### src/clp_pkg.sv
// Summary of operation
// - Code 1 to 7 written to command field starts it
// - Command field returns to zero at completion
// - Busy bit 8 high while command runs
// - Result-pending bit 9 high until results written
// - Arguments one and two in upper register
// - Results to argument one, error to bit seven
// - Lower register bits 15..10 read zero
// - Writing code zero does nothing
// - Code 1 rebuilds all lists, all free
// - Init needs all nodes configurable, else error
// - Reset runs init, panel reads init busy
// - Code 2 moves object to list tail
// - Code 3 allocates free head, returns number
// - Code 4 moves source before destination
// - Code 5 inserts free head before destination
// - Code 6 moves source after destination
// - Empty free list sets error, nothing done
// - Lists change only through panel commands
// - Code 7 inserts free head after destination
package clp_pkg;
	// Register indices and APB byte addresses (index times four)
	localparam logic [11:0] CLP_IDX_LO   = 12'h1C4;
	localparam logic [11:0] CLP_IDX_HI   = 12'h1C6;
	localparam logic [13:0] CLP_ADDR_LO  = {CLP_IDX_LO, 2'b00};
	localparam logic [13:0] CLP_ADDR_HI  = {CLP_IDX_HI, 2'b00};
	// Reset values
	localparam logic [15:0] CLP_LO_RST   = 16'h0301;
	localparam logic [15:0] CLP_HI_RST   = 16'h0000;
	// Field positions
	localparam int          CLP_BUSY_BIT = 8;
	localparam int          CLP_RBSY_BIT = 9;
	localparam int          CLP_ERR_BIT  = 7;
	// Command codes
	localparam logic [7:0]  CLP_CMD_NOP  = 8'h00;
	localparam logic [7:0]  CLP_CMD_INIT = 8'h01;
	localparam logic [7:0]  CLP_CMD_SALC = 8'h02;
	localparam logic [7:0]  CLP_CMD_DALC = 8'h03;
	localparam logic [7:0]  CLP_CMD_SBEF = 8'h04;
	localparam logic [7:0]  CLP_CMD_DBEF = 8'h05;
	localparam logic [7:0]  CLP_CMD_SAFT = 8'h06;
	localparam logic [7:0]  CLP_CMD_DAFT = 8'h07;
	// Object and list store sizes
	localparam int          CLP_NUM_OBJ  = 32;
	localparam int          CLP_OBJ_W    = 5;
	localparam int          CLP_NUM_LIST = 8;
	localparam int          CLP_LIST_W   = 3;
	localparam logic [4:0]  CLP_LAST_OBJ = 5'h1F;
	localparam logic [2:0]  CLP_LIST_FREE = 3'h0;

	typedef struct packed {
		logic                 v;
		logic [CLP_OBJ_W-1:0] idx;
	} clp_ptr_t;

	typedef struct packed {
		logic [CLP_LIST_W-1:0] list;
		clp_ptr_t              prev;
		clp_ptr_t              next;
	} clp_link_t;

	typedef struct packed {
		logic list;
		logic prev;
		logic next;
	} clp_wmask_t;

	typedef struct packed {
		logic        wr_lo;
		logic        wr_hi;
		logic [1:0]  strb;
		logic [15:0] wdata;
	} clp_regacc_t;
endpackage : clp_pkg

### src/clp_link_mem.sv
`timescale 1ns/1ps
module clp_link_mem
	import clp_pkg::*;
(
	// Clock and reset
	input  wire logic                 pclk,
	input  wire logic                 presetn,
	// Read port
	input  wire logic                 rd_en,
	input  wire logic [CLP_OBJ_W-1:0] rd_addr,
	output clp_link_t                 rd_data,
	// Write port with per-field enables
	input  wire logic                 wr_en,
	input  wire logic [CLP_OBJ_W-1:0] wr_addr,
	input  clp_wmask_t                wr_mask,
	input  clp_link_t                 wr_data
);
	clp_link_t mem [CLP_NUM_OBJ];

	// Field writes; content is rebuilt by the init sequence after reset
	always_ff @(posedge pclk) begin
		if (wr_en && wr_mask.list) mem[wr_addr].list <= wr_data.list;
		if (wr_en && wr_mask.prev) mem[wr_addr].prev <= wr_data.prev;
		if (wr_en && wr_mask.next) mem[wr_addr].next <= wr_data.next;
	end

	// Registered read, held until the next read
	always_ff @(posedge pclk or negedge presetn) begin
		if (!presetn) begin
			rd_data <= '0;
		end else if (rd_en) begin
			rd_data <= mem[rd_addr];
		end
	end
endmodule : clp_link_mem

### src/clp_apb_slave.sv
`timescale 1ns/1ps
module clp_apb_slave
	import clp_pkg::*;
(
	// Clock and reset
	input  wire logic        pclk,
	input  wire logic        presetn,
	// APB
	input  wire logic        psel,
	input  wire logic        penable,
	input  wire logic        pwrite,
	input  wire logic [13:0] paddr,
	input  wire logic [31:0] pwdata,
	input  wire logic [3:0]  pstrb,
	output logic      [31:0] prdata,
	output logic             pready,
	output logic             pslverr,
	// Register side
	input  wire logic [15:0] rd_lo,
	input  wire logic [15:0] rd_hi,
	output clp_regacc_t      acc
);
	logic hit_lo;
	logic hit_hi;
	logic done;

	// Decode and completing-edge strobes
	assign hit_lo    = (paddr == CLP_ADDR_LO);
	assign hit_hi    = (paddr == CLP_ADDR_HI);
	assign done      = psel && penable && pready;
	assign acc.wr_lo = done && pwrite && hit_lo;
	assign acc.wr_hi = done && pwrite && hit_hi;
	assign acc.strb  = pstrb[1:0];
	assign acc.wdata = pwdata[15:0];

	// One wait state so read data leave a flop
	always_ff @(posedge pclk or negedge presetn) begin
		if (!presetn) begin
			pready  <= 1'b0;
			prdata  <= 32'h0000_0000;
			pslverr <= 1'b0;
		end else if (psel && penable && !pready) begin
			pready  <= 1'b1;
			pslverr <= !(hit_lo || hit_hi);
			if (hit_lo) prdata <= {16'h0000, rd_lo};
			else if (hit_hi) prdata <= {16'h0000, rd_hi};
			else prdata <= 32'h0000_0000;
		end else begin
			pready  <= 1'b0;
			pslverr <= 1'b0;
		end
	end
endmodule : clp_apb_slave

### src/clp_panel.sv
// Chosen here: the APB register port.
`timescale 1ns/1ps
module clp_panel
	import clp_pkg::*;
(
	// Clock and reset
	input  wire logic        pclk,
	input  wire logic        presetn,
	// APB slave
	input  wire logic        psel,
	input  wire logic        penable,
	input  wire logic        pwrite,
	input  wire logic [13:0] paddr,
	input  wire logic [31:0] pwdata,
	input  wire logic [3:0]  pstrb,
	output logic      [31:0] prdata,
	output logic             pready,
	output logic             pslverr,
	// Node configuration state, one bit per node
	input  wire logic [4:0]  node_init,
	input  wire logic [4:0]  node_cce
);
	typedef enum logic [3:0] {
		S_IDLE, S_INIT, S_RD_SRC, S_UNL_P, S_UNL_N,
		S_RD_DST, S_LNK_A, S_LNK_B, S_LNK_C, S_DONE
	} clp_state_t;

	clp_state_t                           state_reg;
	logic [7:0]                           cmd_reg;
	logic [7:0]                           arg1_reg;
	logic [7:0]                           arg2_reg;
	logic                                 result_pending_flag_reg;
	logic                                 err_reg;
	logic [CLP_OBJ_W-1:0]                 obj_reg;
	logic [CLP_OBJ_W-1:0]                 dst_reg;
	logic [CLP_OBJ_W-1:0]                 init_cnt_reg;
	clp_ptr_t [CLP_NUM_LIST-1:0]          head_reg;
	clp_ptr_t [CLP_NUM_LIST-1:0]          tail_reg;
	clp_regacc_t                          acc;
	clp_link_t                            rdata;
	logic                                 mem_rd_en;
	logic [CLP_OBJ_W-1:0]                 mem_rd_addr;
	logic                                 mem_wr_en;
	logic [CLP_OBJ_W-1:0]                 mem_wr_addr;
	clp_wmask_t                           mem_wr_mask;
	clp_link_t                            mem_wr_data;
	logic                                 busy;
	logic                                 nodes_ok;
	logic                                 start;
	logic [7:0]                           new_code;
	logic                                 is_append;
	logic                                 is_after;
	logic                                 is_dyn;
	logic [CLP_LIST_W-1:0]                dst_l;
	logic [15:0]                          rd_lo;
	logic [15:0]                          rd_hi;

	////////////////////////////////////////////////////////////////////////////
	// Bus slave and link store

	clp_apb_slave u_apb (
		.pclk    (pclk),
		.presetn (presetn),
		.psel    (psel),
		.penable (penable),
		.pwrite  (pwrite),
		.paddr   (paddr),
		.pwdata  (pwdata),
		.pstrb   (pstrb),
		.prdata  (prdata),
		.pready  (pready),
		.pslverr (pslverr),
		.rd_lo   (rd_lo),
		.rd_hi   (rd_hi),
		.acc     (acc)
	);

	clp_link_mem u_mem (
		.pclk    (pclk),
		.presetn (presetn),
		.rd_en   (mem_rd_en),
		.rd_addr (mem_rd_addr),
		.rd_data (rdata),
		.wr_en   (mem_wr_en),
		.wr_addr (mem_wr_addr),
		.wr_mask (mem_wr_mask),
		.wr_data (mem_wr_data)
	);

	////////////////////////////////////////////////////////////////////////////
	// Decode of the running command

	// Readback; reserved upper bits tied low
	assign busy     = (state_reg != S_IDLE);
	assign rd_lo    = {6'h00, result_pending_flag_reg, busy, cmd_reg};
	assign rd_hi    = {arg2_reg, arg1_reg};
	assign nodes_ok = &(node_init & node_cce);
	assign new_code = acc.wdata[7:0];
	// Codes above the last command are ignored like the no-operation code
	assign start    = acc.wr_lo && acc.strb[0] && !busy && (new_code != CLP_CMD_NOP) &&
	                  (new_code <= CLP_CMD_DAFT);
	assign is_append = (cmd_reg == CLP_CMD_SALC) || (cmd_reg == CLP_CMD_DALC);
	assign is_after  = (cmd_reg == CLP_CMD_SAFT) || (cmd_reg == CLP_CMD_DAFT);
	assign is_dyn    = (cmd_reg == CLP_CMD_DALC) || (cmd_reg == CLP_CMD_DBEF) || (cmd_reg == CLP_CMD_DAFT);
	assign dst_l     = dst_reg[CLP_LIST_W-1:0];

	////////////////////////////////////////////////////////////////////////////
	// Sequencer

	// Reset starts in the init state so the lists come up rebuilt
	always_ff @(posedge pclk or negedge presetn) begin
		if (!presetn) begin
			state_reg <= S_INIT;
		end else begin
			unique case (state_reg)
				S_IDLE: begin
					if (start) begin
						if (new_code == CLP_CMD_INIT) state_reg <= nodes_ok ? S_INIT : S_DONE;
						else if (new_code[0] && new_code != CLP_CMD_INIT && !head_reg[0].v)
							state_reg <= S_DONE;
						else state_reg <= S_RD_SRC;
					end
				end
				S_INIT:   if (init_cnt_reg == CLP_LAST_OBJ) state_reg <= S_DONE;
				S_RD_SRC: state_reg <= S_UNL_P;
				S_UNL_P:  state_reg <= S_UNL_N;
				S_UNL_N:  state_reg <= is_append ? S_LNK_A : S_RD_DST;
				S_RD_DST: state_reg <= S_LNK_A;
				S_LNK_A:  state_reg <= (is_append && !tail_reg[dst_l].v) ? S_DONE : S_LNK_B;
				S_LNK_B:  state_reg <= is_append ? S_DONE : S_LNK_C;
				S_LNK_C:  state_reg <= S_DONE;
				S_DONE:   state_reg <= S_IDLE;
			endcase
		end
	end

	// Command field, result-pending flag, captured operands
	always_ff @(posedge pclk or negedge presetn) begin
		if (!presetn) begin
			cmd_reg      <= CLP_LO_RST[7:0];
			result_pending_flag_reg    <= CLP_LO_RST[CLP_RBSY_BIT];
			err_reg      <= 1'b0;
			obj_reg      <= '0;
			dst_reg      <= '0;
			init_cnt_reg <= '0;
		end else if (state_reg == S_IDLE && start) begin
			cmd_reg      <= new_code;
			result_pending_flag_reg    <= new_code[0];
			err_reg      <= (new_code == CLP_CMD_INIT) ? !nodes_ok :
			                (new_code[0] && !head_reg[0].v);
			obj_reg      <= new_code[0] ? head_reg[0].idx : arg1_reg[CLP_OBJ_W-1:0];
			dst_reg      <= arg2_reg[CLP_OBJ_W-1:0];
			init_cnt_reg <= '0;
		end else if (state_reg == S_INIT) begin
			init_cnt_reg <= init_cnt_reg + 5'h01;
		end else if (state_reg == S_DONE) begin
			cmd_reg      <= CLP_CMD_NOP;
			result_pending_flag_reg    <= 1'b0;
		end
	end

	// Arguments: hardware results win over a same-cycle software write
	always_ff @(posedge pclk or negedge presetn) begin
		if (!presetn) begin
			arg1_reg <= CLP_HI_RST[7:0];
			arg2_reg <= CLP_HI_RST[15:8];
		end else begin
			if (acc.wr_hi && acc.strb[0]) arg1_reg <= acc.wdata[7:0];
			if (acc.wr_hi && acc.strb[1]) arg2_reg <= acc.wdata[15:8];
			if (state_reg == S_DONE && cmd_reg[0]) begin
				arg2_reg[CLP_ERR_BIT] <= err_reg;
				if (is_dyn && !err_reg) arg1_reg <= {3'h0, obj_reg};
			end
		end
	end

	////////////////////////////////////////////////////////////////////////////
	// Link store accesses per step

	// Unlink of the source, then link in at tail, before or after
	always_comb begin
		mem_rd_en   = 1'b0;
		mem_rd_addr = obj_reg;
		mem_wr_en   = 1'b0;
		mem_wr_addr = obj_reg;
		mem_wr_mask = '0;
		mem_wr_data = '0;
		unique case (state_reg)
			S_INIT: begin
				mem_wr_en            = 1'b1;
				mem_wr_addr          = init_cnt_reg;
				mem_wr_mask          = '1;
				mem_wr_data.list     = CLP_LIST_FREE;
				mem_wr_data.prev.v   = (init_cnt_reg != 5'h00);
				mem_wr_data.prev.idx = init_cnt_reg - 5'h01;
				mem_wr_data.next.v   = (init_cnt_reg != CLP_LAST_OBJ);
				mem_wr_data.next.idx = init_cnt_reg + 5'h01;
			end
			S_RD_SRC: mem_rd_en = 1'b1;
			S_UNL_P: begin
				mem_wr_en        = rdata.prev.v;
				mem_wr_addr      = rdata.prev.idx;
				mem_wr_mask.next = 1'b1;
				mem_wr_data.next = rdata.next;
			end
			S_UNL_N: begin
				mem_wr_en        = rdata.next.v;
				mem_wr_addr      = rdata.next.idx;
				mem_wr_mask.prev = 1'b1;
				mem_wr_data.prev = rdata.prev;
			end
			S_RD_DST: begin
				mem_rd_en   = 1'b1;
				mem_rd_addr = dst_reg;
			end
			S_LNK_A: begin
				mem_wr_en = 1'b1;
				if (is_append && tail_reg[dst_l].v) begin
					mem_wr_addr      = tail_reg[dst_l].idx;
					mem_wr_mask.next = 1'b1;
					mem_wr_data.next = {1'b1, obj_reg};
				end else if (is_append) begin
					mem_wr_mask      = '1;
					mem_wr_data.list = dst_l;
				end else begin
					mem_wr_mask      = '1;
					mem_wr_data.list = rdata.list;
					mem_wr_data.prev = is_after ? {1'b1, dst_reg} : rdata.prev;
					mem_wr_data.next = is_after ? rdata.next : {1'b1, dst_reg};
				end
			end
			S_LNK_B: begin
				mem_wr_en = 1'b1;
				if (is_append) begin
					mem_wr_mask      = '1;
					mem_wr_data.list = dst_l;
					mem_wr_data.prev = tail_reg[dst_l];
				end else begin
					mem_wr_addr      = dst_reg;
					mem_wr_mask.next = is_after;
					mem_wr_mask.prev = !is_after;
					mem_wr_data.next = {1'b1, obj_reg};
					mem_wr_data.prev = {1'b1, obj_reg};
				end
			end
			S_LNK_C: begin
				mem_wr_en        = is_after ? rdata.next.v : rdata.prev.v;
				mem_wr_addr      = is_after ? rdata.next.idx : rdata.prev.idx;
				mem_wr_mask.prev = is_after;
				mem_wr_mask.next = !is_after;
				mem_wr_data.prev = {1'b1, obj_reg};
				mem_wr_data.next = {1'b1, obj_reg};
			end
			S_IDLE, S_DONE: begin
			end
		endcase
	end

	// List heads and tails; only the sequencer touches them
	always_ff @(posedge pclk or negedge presetn) begin
		if (!presetn) begin
			head_reg <= '0;
			tail_reg <= '0;
		end else begin
			if (state_reg == S_INIT && init_cnt_reg == CLP_LAST_OBJ) begin
				head_reg    <= '0;
				tail_reg    <= '0;
				head_reg[0] <= {1'b1, 5'h00};
				tail_reg[0] <= {1'b1, CLP_LAST_OBJ};
			end
			if (state_reg == S_UNL_P && !rdata.prev.v) head_reg[rdata.list] <= rdata.next;
			if (state_reg == S_UNL_N && !rdata.next.v) tail_reg[rdata.list] <= rdata.prev;
			if (state_reg == S_LNK_A && is_append && !tail_reg[dst_l].v) begin
				head_reg[dst_l] <= {1'b1, obj_reg};
				tail_reg[dst_l] <= {1'b1, obj_reg};
			end
			if (state_reg == S_LNK_B && is_append) tail_reg[dst_l] <= {1'b1, obj_reg};
			if (state_reg == S_LNK_C && is_after && !rdata.next.v) tail_reg[rdata.list] <= {1'b1, obj_reg};
			if (state_reg == S_LNK_C && !is_after && !rdata.prev.v) head_reg[rdata.list] <= {1'b1, obj_reg};
		end
	end
endmodule : clp_panel

### config.mk
export PLATFORM = sky130hd
export DESIGN_NAME = clp_panel
export DESIGN_NICKNAME = d
export VERILOG_FILES = /design/src/clp_pkg.sv /design/src/clp_link_mem.sv /design/src/clp_apb_slave.sv /design/src/clp_panel.sv
export SDC_FILE = /design/constraint.sdc
export NUM_CORES = 1
export LEC_CHECK = 0
export BUFFER_PORTS_ARGS = -buffer_cell sky130_fd_sc_hd__buf_4
export CORE_AREA = 2 2 325 327
export CTS_BUF_LIST = sky130_fd_sc_hd__clkbuf_8
export CTS_CLUSTER_DIAMETER = 50
export CTS_CLUSTER_SIZE = 28
export DETAILED_ROUTE_END_ITERATION = 10
export DIE_AREA = 0 0 327 329
export GPL_TIMING_DRIVEN = 0
export PLACE_DENSITY = 0.46
export SLEW_MARGIN = 20
export SYNTH_ARGS = -nofsm -noshare
export SYNTH_HDL_FRONTEND = slang
export SYNTH_HIERARCHICAL = 1
export SYNTH_SLANG_ARGS = --single-unit
### constraint.sdc
create_clock -name pclk -period 4.86 [get_ports pclk]
set_input_delay 0.243 -clock pclk [delete_from_list [all_inputs] [get_ports pclk]]
set_output_delay 0.243 -clock pclk [all_outputs]
set_load 0.01 [all_outputs]
# Yosys cells after proc, flatten, opt, wreduce, memory -nomap -nowiden
# Memory sizes are Yosys's and may differ from the RTL's. A register that Yosys moved wholly into a read port is not among the register bits.
# Cells that the tools add are included.
[word_totals] ff_bits=175 ramBits=480 in_bits=65 output_inout_bits=34 elab_cells=224 n_memories=1
[op_classes] addsub=2 n_lt_le_gt_ge=5 n_eq_ne=23 mux=82 n_bitwise=1 n_reduce_logical=65
[memory_table] memory="u_mem.mem" words=32 width=15 rd=1 rd_ports_with_merged_regs=1 wr=1 line="clp_link_mem.sv:18" text="clp_link_t mem [CLP_NUM_OBJ];"
[op_table] op="$mux 48" n=9
[op_table] op="$bwmux 48" n=7
[op_table] op="$pmux 6 s5" n=2
[op_table] op="$mux 8" n=7
[op_table] op="$mux 6" n=8
[op_table] op="$pmux 4 s10" n=1
[op_table] op="$demux 6 s3" n=2
[op_table] op="$logic_and 1x1->1" n=35
[op_table] op="$mux 5" n=7
[op_table] op="$mux 32" n=1
[op_table] op="$pmux 5 s6" n=1
[op_table] op="$eq 14x11->1 const B" n=2
[op_table] op="$eq 8x3->1 const B" n=3
[op_table] op="$mux 4" n=6
[op_table] op="$bmux 6 s3" n=1
[op_table] op="$mux 1" n=17
[op_table] op="$eq 4x3->1 const B" n=4
[op_table] op="$eq 8x2->1 const B" n=2
[op_table] op="$mux 16" n=1
[op_table] op="$mux 12" n=1
[op_table] op="$logic_not 1->1" n=11
[op_table] op="$mux 9" n=1
[op_table] op="$eq 4x2->1 const B" n=2
[op_table] op="$eq 4x4->1 const B" n=2
[op_table] op="other kinds (28)" n=45

# Logic depth before layout (Yosys ltp)
[depth] depth_word=12 ltp_mapped=13 mapped_depth_nobuf=9

# By module
# Netlist, hierarchy kept.
[by_module_without_submodules] mod="clp_link_mem" n_inst=1 cells_each=1170 area_each_um2=19708.9 seq_area_each_um2=14789.2
[by_module_without_submodules] mod="clp_panel" n_inst=1 cells_each=760 area_each_um2=6885.4 seq_area_each_um2=2454.9
[by_module_without_submodules] mod="clp_apb_slave" n_inst=1 cells_each=119 area_each_um2=1243.7 seq_area_each_um2=450.4

# Worst setup path after synthesis
# OpenSTA, ideal clock, no wires.
[synth_timing] path_type="register to register" from="register dst_reg[0]" to="memory u_mem/mem[16][0] (netlist name), enable pin" setup_ns=0.350 t_arrival_ns=2.995 required_ns=4.510 path_slack_ns=1.515 path_stages_with_launch=11 path_buffers=2 period_less_slack_ns=3.345 cell_sequence="dfrtp_1 buf_4 mux2i_1 mux4_2 buf_6 nor3_4 a2111oi_0 a211oi_1 nor3b_1 nand2_1 nor2_1"
[synth_between] elab_chain_len=5 elab_cells_between_ends=6 cone_classes="mux (5); reduce/logical (1)"
[synth_rtl] item="start: declaration" line="clp_panel.sv:35" text="logic [CLP_OBJ_W-1:0] dst_reg;"
[synth_rtl] item="start signal: assignment" line="clp_panel.sv:152" text="dst_reg <= arg2_reg[CLP_OBJ_W-1:0];"
[synth_rtl] item="$bmux 6 s3 (*)" line="clp_panel.sv:218, clp_panel.sv:219"
[synth_rtl] item="$mux 6 (not written as such) (*)" line="clp_panel.sv:218" text="if (is_append && tail_reg[dst_l].v) begin"
[synth_rtl] item="$logic_and 1x1->1" line="clp_panel.sv:218"
[synth_rtl] item="$mux 5 (*)" line="clp_panel.sv:218"
[synth_rtl] item="$pmux 5 s6 (*)" line="clp_panel.sv:188" text="unique case (state_reg)"
[synth_rtl] item="via mem_wr_addr[4]" line="clp_panel.sv:44" text="logic [CLP_OBJ_W-1:0] mem_wr_addr;"
[synth_rtl] item="end: declaration" line="clp_link_mem.sv:18"
# The timed path passes the listed nets; every way through them passes the cells marked *. The select of a mux whose other input is x is not followed.

# Worst setup path after layout
[layout_timing] from="register dst_reg[2]" to="memory u_mem/mem[11][3] (netlist name), enable pin"
# The elaborated chain is that of the path after synthesis.

==> impl_metrics.ini <==
[timing]
grt_setup_unrepaired = false
whs_ns = 0.0588
max_slew_margin = 0.341
setup_viol = 0
fin_crit_sh = 0.972
fmax_mhz = 212
final_max_slew_viol_count = 0
hold_violations = 0
worstMarginPinSlew_ns = 0.978
setup-tns-final_ns = 0
min_period_ns = 4.72
finClkSkew_ns = 0.0509

[grt]
grt_first_pass_wirelength_mm = 129
antenna_found_initial = 1
grt_pass1_vias = 18300
grt_max_degree = 84
grt-ovfl-total = 0
gr-usage-all-layers = 0.164

[placement]
dp_hpwl_mm = 66.6
port_buffers = 45
gp_congestion = 0.906
placed_area_mm2 = 0.0304

[drt]
drt_iter0_markers = 1835
dr.pass1.iters = 5
vias = 18300
viasPerCell = 4.99
drtAntennaViolNets = 0
route.detailed.drc = 0
detail_route.wl_per_cell_um = 24.6
drt-total-wl_mm = 90.2

[logic_synthesis]
synth-main-ff-cell = edfxtp_1
syn_inst = 2049
synth-warning-count = 6
synth_edf_count = 480
synth_area_mm2 = 0.0278
synth_seq_area_share = 0.636
yosysUniqueCellTypes = 97
yosys_register_bits = 611
async_flop_share = 0.214
avgSynthCellArea_um2 = 13.6

[power]
p_leak_nw = 10.8
ir_drop_v = 0.000241
power_mw = 15.5
cellPowerDensity_mw_per_mm2 = 481

[clock_network]
clockRootBuffer = clkbuf_8
clkTransAtPathRegs_ns = 0.08
htree_levels = 3
tritoncts = yes
clk_latency_ns = 0.71
cts.sinks = 611
clockBufferDepth = 3
numCtsBuffers = 66

[critical_path]
critPathCaptureType = flop
required_ns = 5.18
r2r_slack_ns = 0.14
timing.critical_path.fanout_max = 10
crit_slowest_cell = nor4_2
crit_path_frequent_cell = buf_2
r2r_end = u_mem/mem[11][3]$_DFFE_PP_
crit_path_start_kind = flop
cp-startpoint = dst_reg[2]$_DFFE_PN0N_
slowest_delay_ns = 0.65
worst_r2r_startpoint = dst_reg[2]$_DFFE_PN0N_
crit_chain = buf_2, buf_2, clkbuf_1, a21oi_1, nor4_2, a2111oi_0, a211oi_2, buf_4, nor3b_1, nand2_1, nor2_1
worstSetupPathType = flop to flop
r2r_cells = 11
endpoint = u_mem/mem[11][3]$_DFFE_PP_
critPathArrivalTime_ns = 5.05

[die]
die_h_um = 329
die_w_um = 327
initial_core_util = 0.267
core.rowCount = 119
core_region_area_mm2 = 0.104
dieArea_mm2 = 0.108
ioPinCount = 99

[finish]
fin_area_mm2 = 0.0322
finalNetCount = 2301
regArea_mm2 = 0.0177
largest_register_ffs = 480
layout-drive-gt1-share = 0.187
mostFrequentLayoutCell = edfxtp_1
area_growth_pct = 15.6
fill_cells = 10300
mostFrequentLayoutCells = edfxtp_1, mux2i_1, nand2_1
multi_input_area_mm2 = 0.00928

[job]
drv_cap = 0

[status]
status = complete, no violations

[worst_hold_path]
hp-class = input pin to async pin
## where the power goes
group	total [mW]	switching, mW	internal, mW	leakage [nW]
Combinational	4.68	3.11	1.57	3.93
Clock	3.76	2.08	1.68	0.760
Sequential	7.03	0.385	6.64	6.10
Total	15.5	5.58	9.89	10.8
## synth_stat cells (all sizes together), types with 6 or more instances
cell	count	area, µm²
nor3	25	163
and2	11	72.6
nor2	135	514
a22oi	126	946
nor4b	9	109
a21oi	95	479
nor3b	6	50.1
inv	19	71.3
or3	9	56.3
nor2b	7	43.8
o31ai	21	206
or4	6	52.6
mux2	80	920
nand3	45	225
clkbuf	71	282
nand4	7	43.8
nand2	158	598
a22o	8	70.1
o211ai	9	81.3
edfxtp	480	14400
nor4	26	199
o22ai	8	68.8
mux2i	273	2730
dfrtp	129	3230
and3	12	75.1
buf	100	714
a32oi	6	71.3
o21ai	64	320
nand2b	13	81.3
## final cells by class
type                    count  share of cell area
diodes                      1           0.0000778
plain buffers             171              0.0310
clock buffers              70              0.0299
clock inverters            49              0.0162
inverters                  19             0.00222
multi-input cells        1268               0.288
flip-flops and latches    611               0.550
well taps                1391              0.0541
repair buffers             95              0.0283
## worst min-delay path by stage
stage	start	slack [ns]	endpoint
2_1_floorplan	presetn	-0.05	arg1_reg[0]$_DFF_PN0_
3_3_place_gp	u_apb/prdata[2]$_DFFE_PN0P_	0.47	u_apb/prdata[2]$_DFFE_PN0P_
3_5_place_dp	presetn	0.18	tail_reg[44]$_DFF_PN0_
4_1_cts	paddr[11]	0.01	u_apb/prdata[0]$_DFFE_PN0P_
5_1_grt	paddr[11]	0.07	u_apb/prdata[11]$_DFFE_PN0P_
6_report	presetn	0.06	tail_reg[46]$_DFF_PN0_
## logic make-up after synthesis
group	after synthesis	share of synthesized area
adder cells (fa/ha/maj)	4	0.00180
multiplexers	357	0.134
AND/OR/NAND/NOR	492	0.0895
other	2	0.000270
buffers and inverters	190	0.0383
XOR/XNOR	7	0.00220
flip-flops	611	0.636
AO/OA/AOI/OAI	386	0.0978
## metal layers
metal,vias to the layer above,wire length [µm],track usage
li1,8135,-,-
met1,9462,40700,0.226
met2,619,42600,0.269
met3,127,4820,0.0220
met4,0,2130,0.0503
met5,-,0,0
## critical path, delay by kind of cell, from the launching register on
kind            cells  cell delay, ns
flops               1            0.38
compound gates      3            0.65
buf+inv             4            1.36
simple gates        4            1.94
## stage by stage
stage / instances / util / setup slack [ns]
2_1_floorplan: 2069 / - / 1.52
3_3_place_gp: 3505 / 0.287 / -1.70
3_5_place_dp: 3527 / 0.291 / -0.365
4_1_cts: 3674 / 0.308 / 0.00336
5_1_grt: 3675 / 0.308 / 0.00417
6_report: 3675 / 0.308 / 0.136
## what timing repair did
item                                    in CTS  in global routing
endpoints found under the setup margin     187                119
hold endpoints to repair                   158                  0
pin swaps                                    1                  1
hold buffers                                24                  0
buffers inserted                             4                  0
resized for setup                            1                  4
Power figures use the tool's default switching activity.
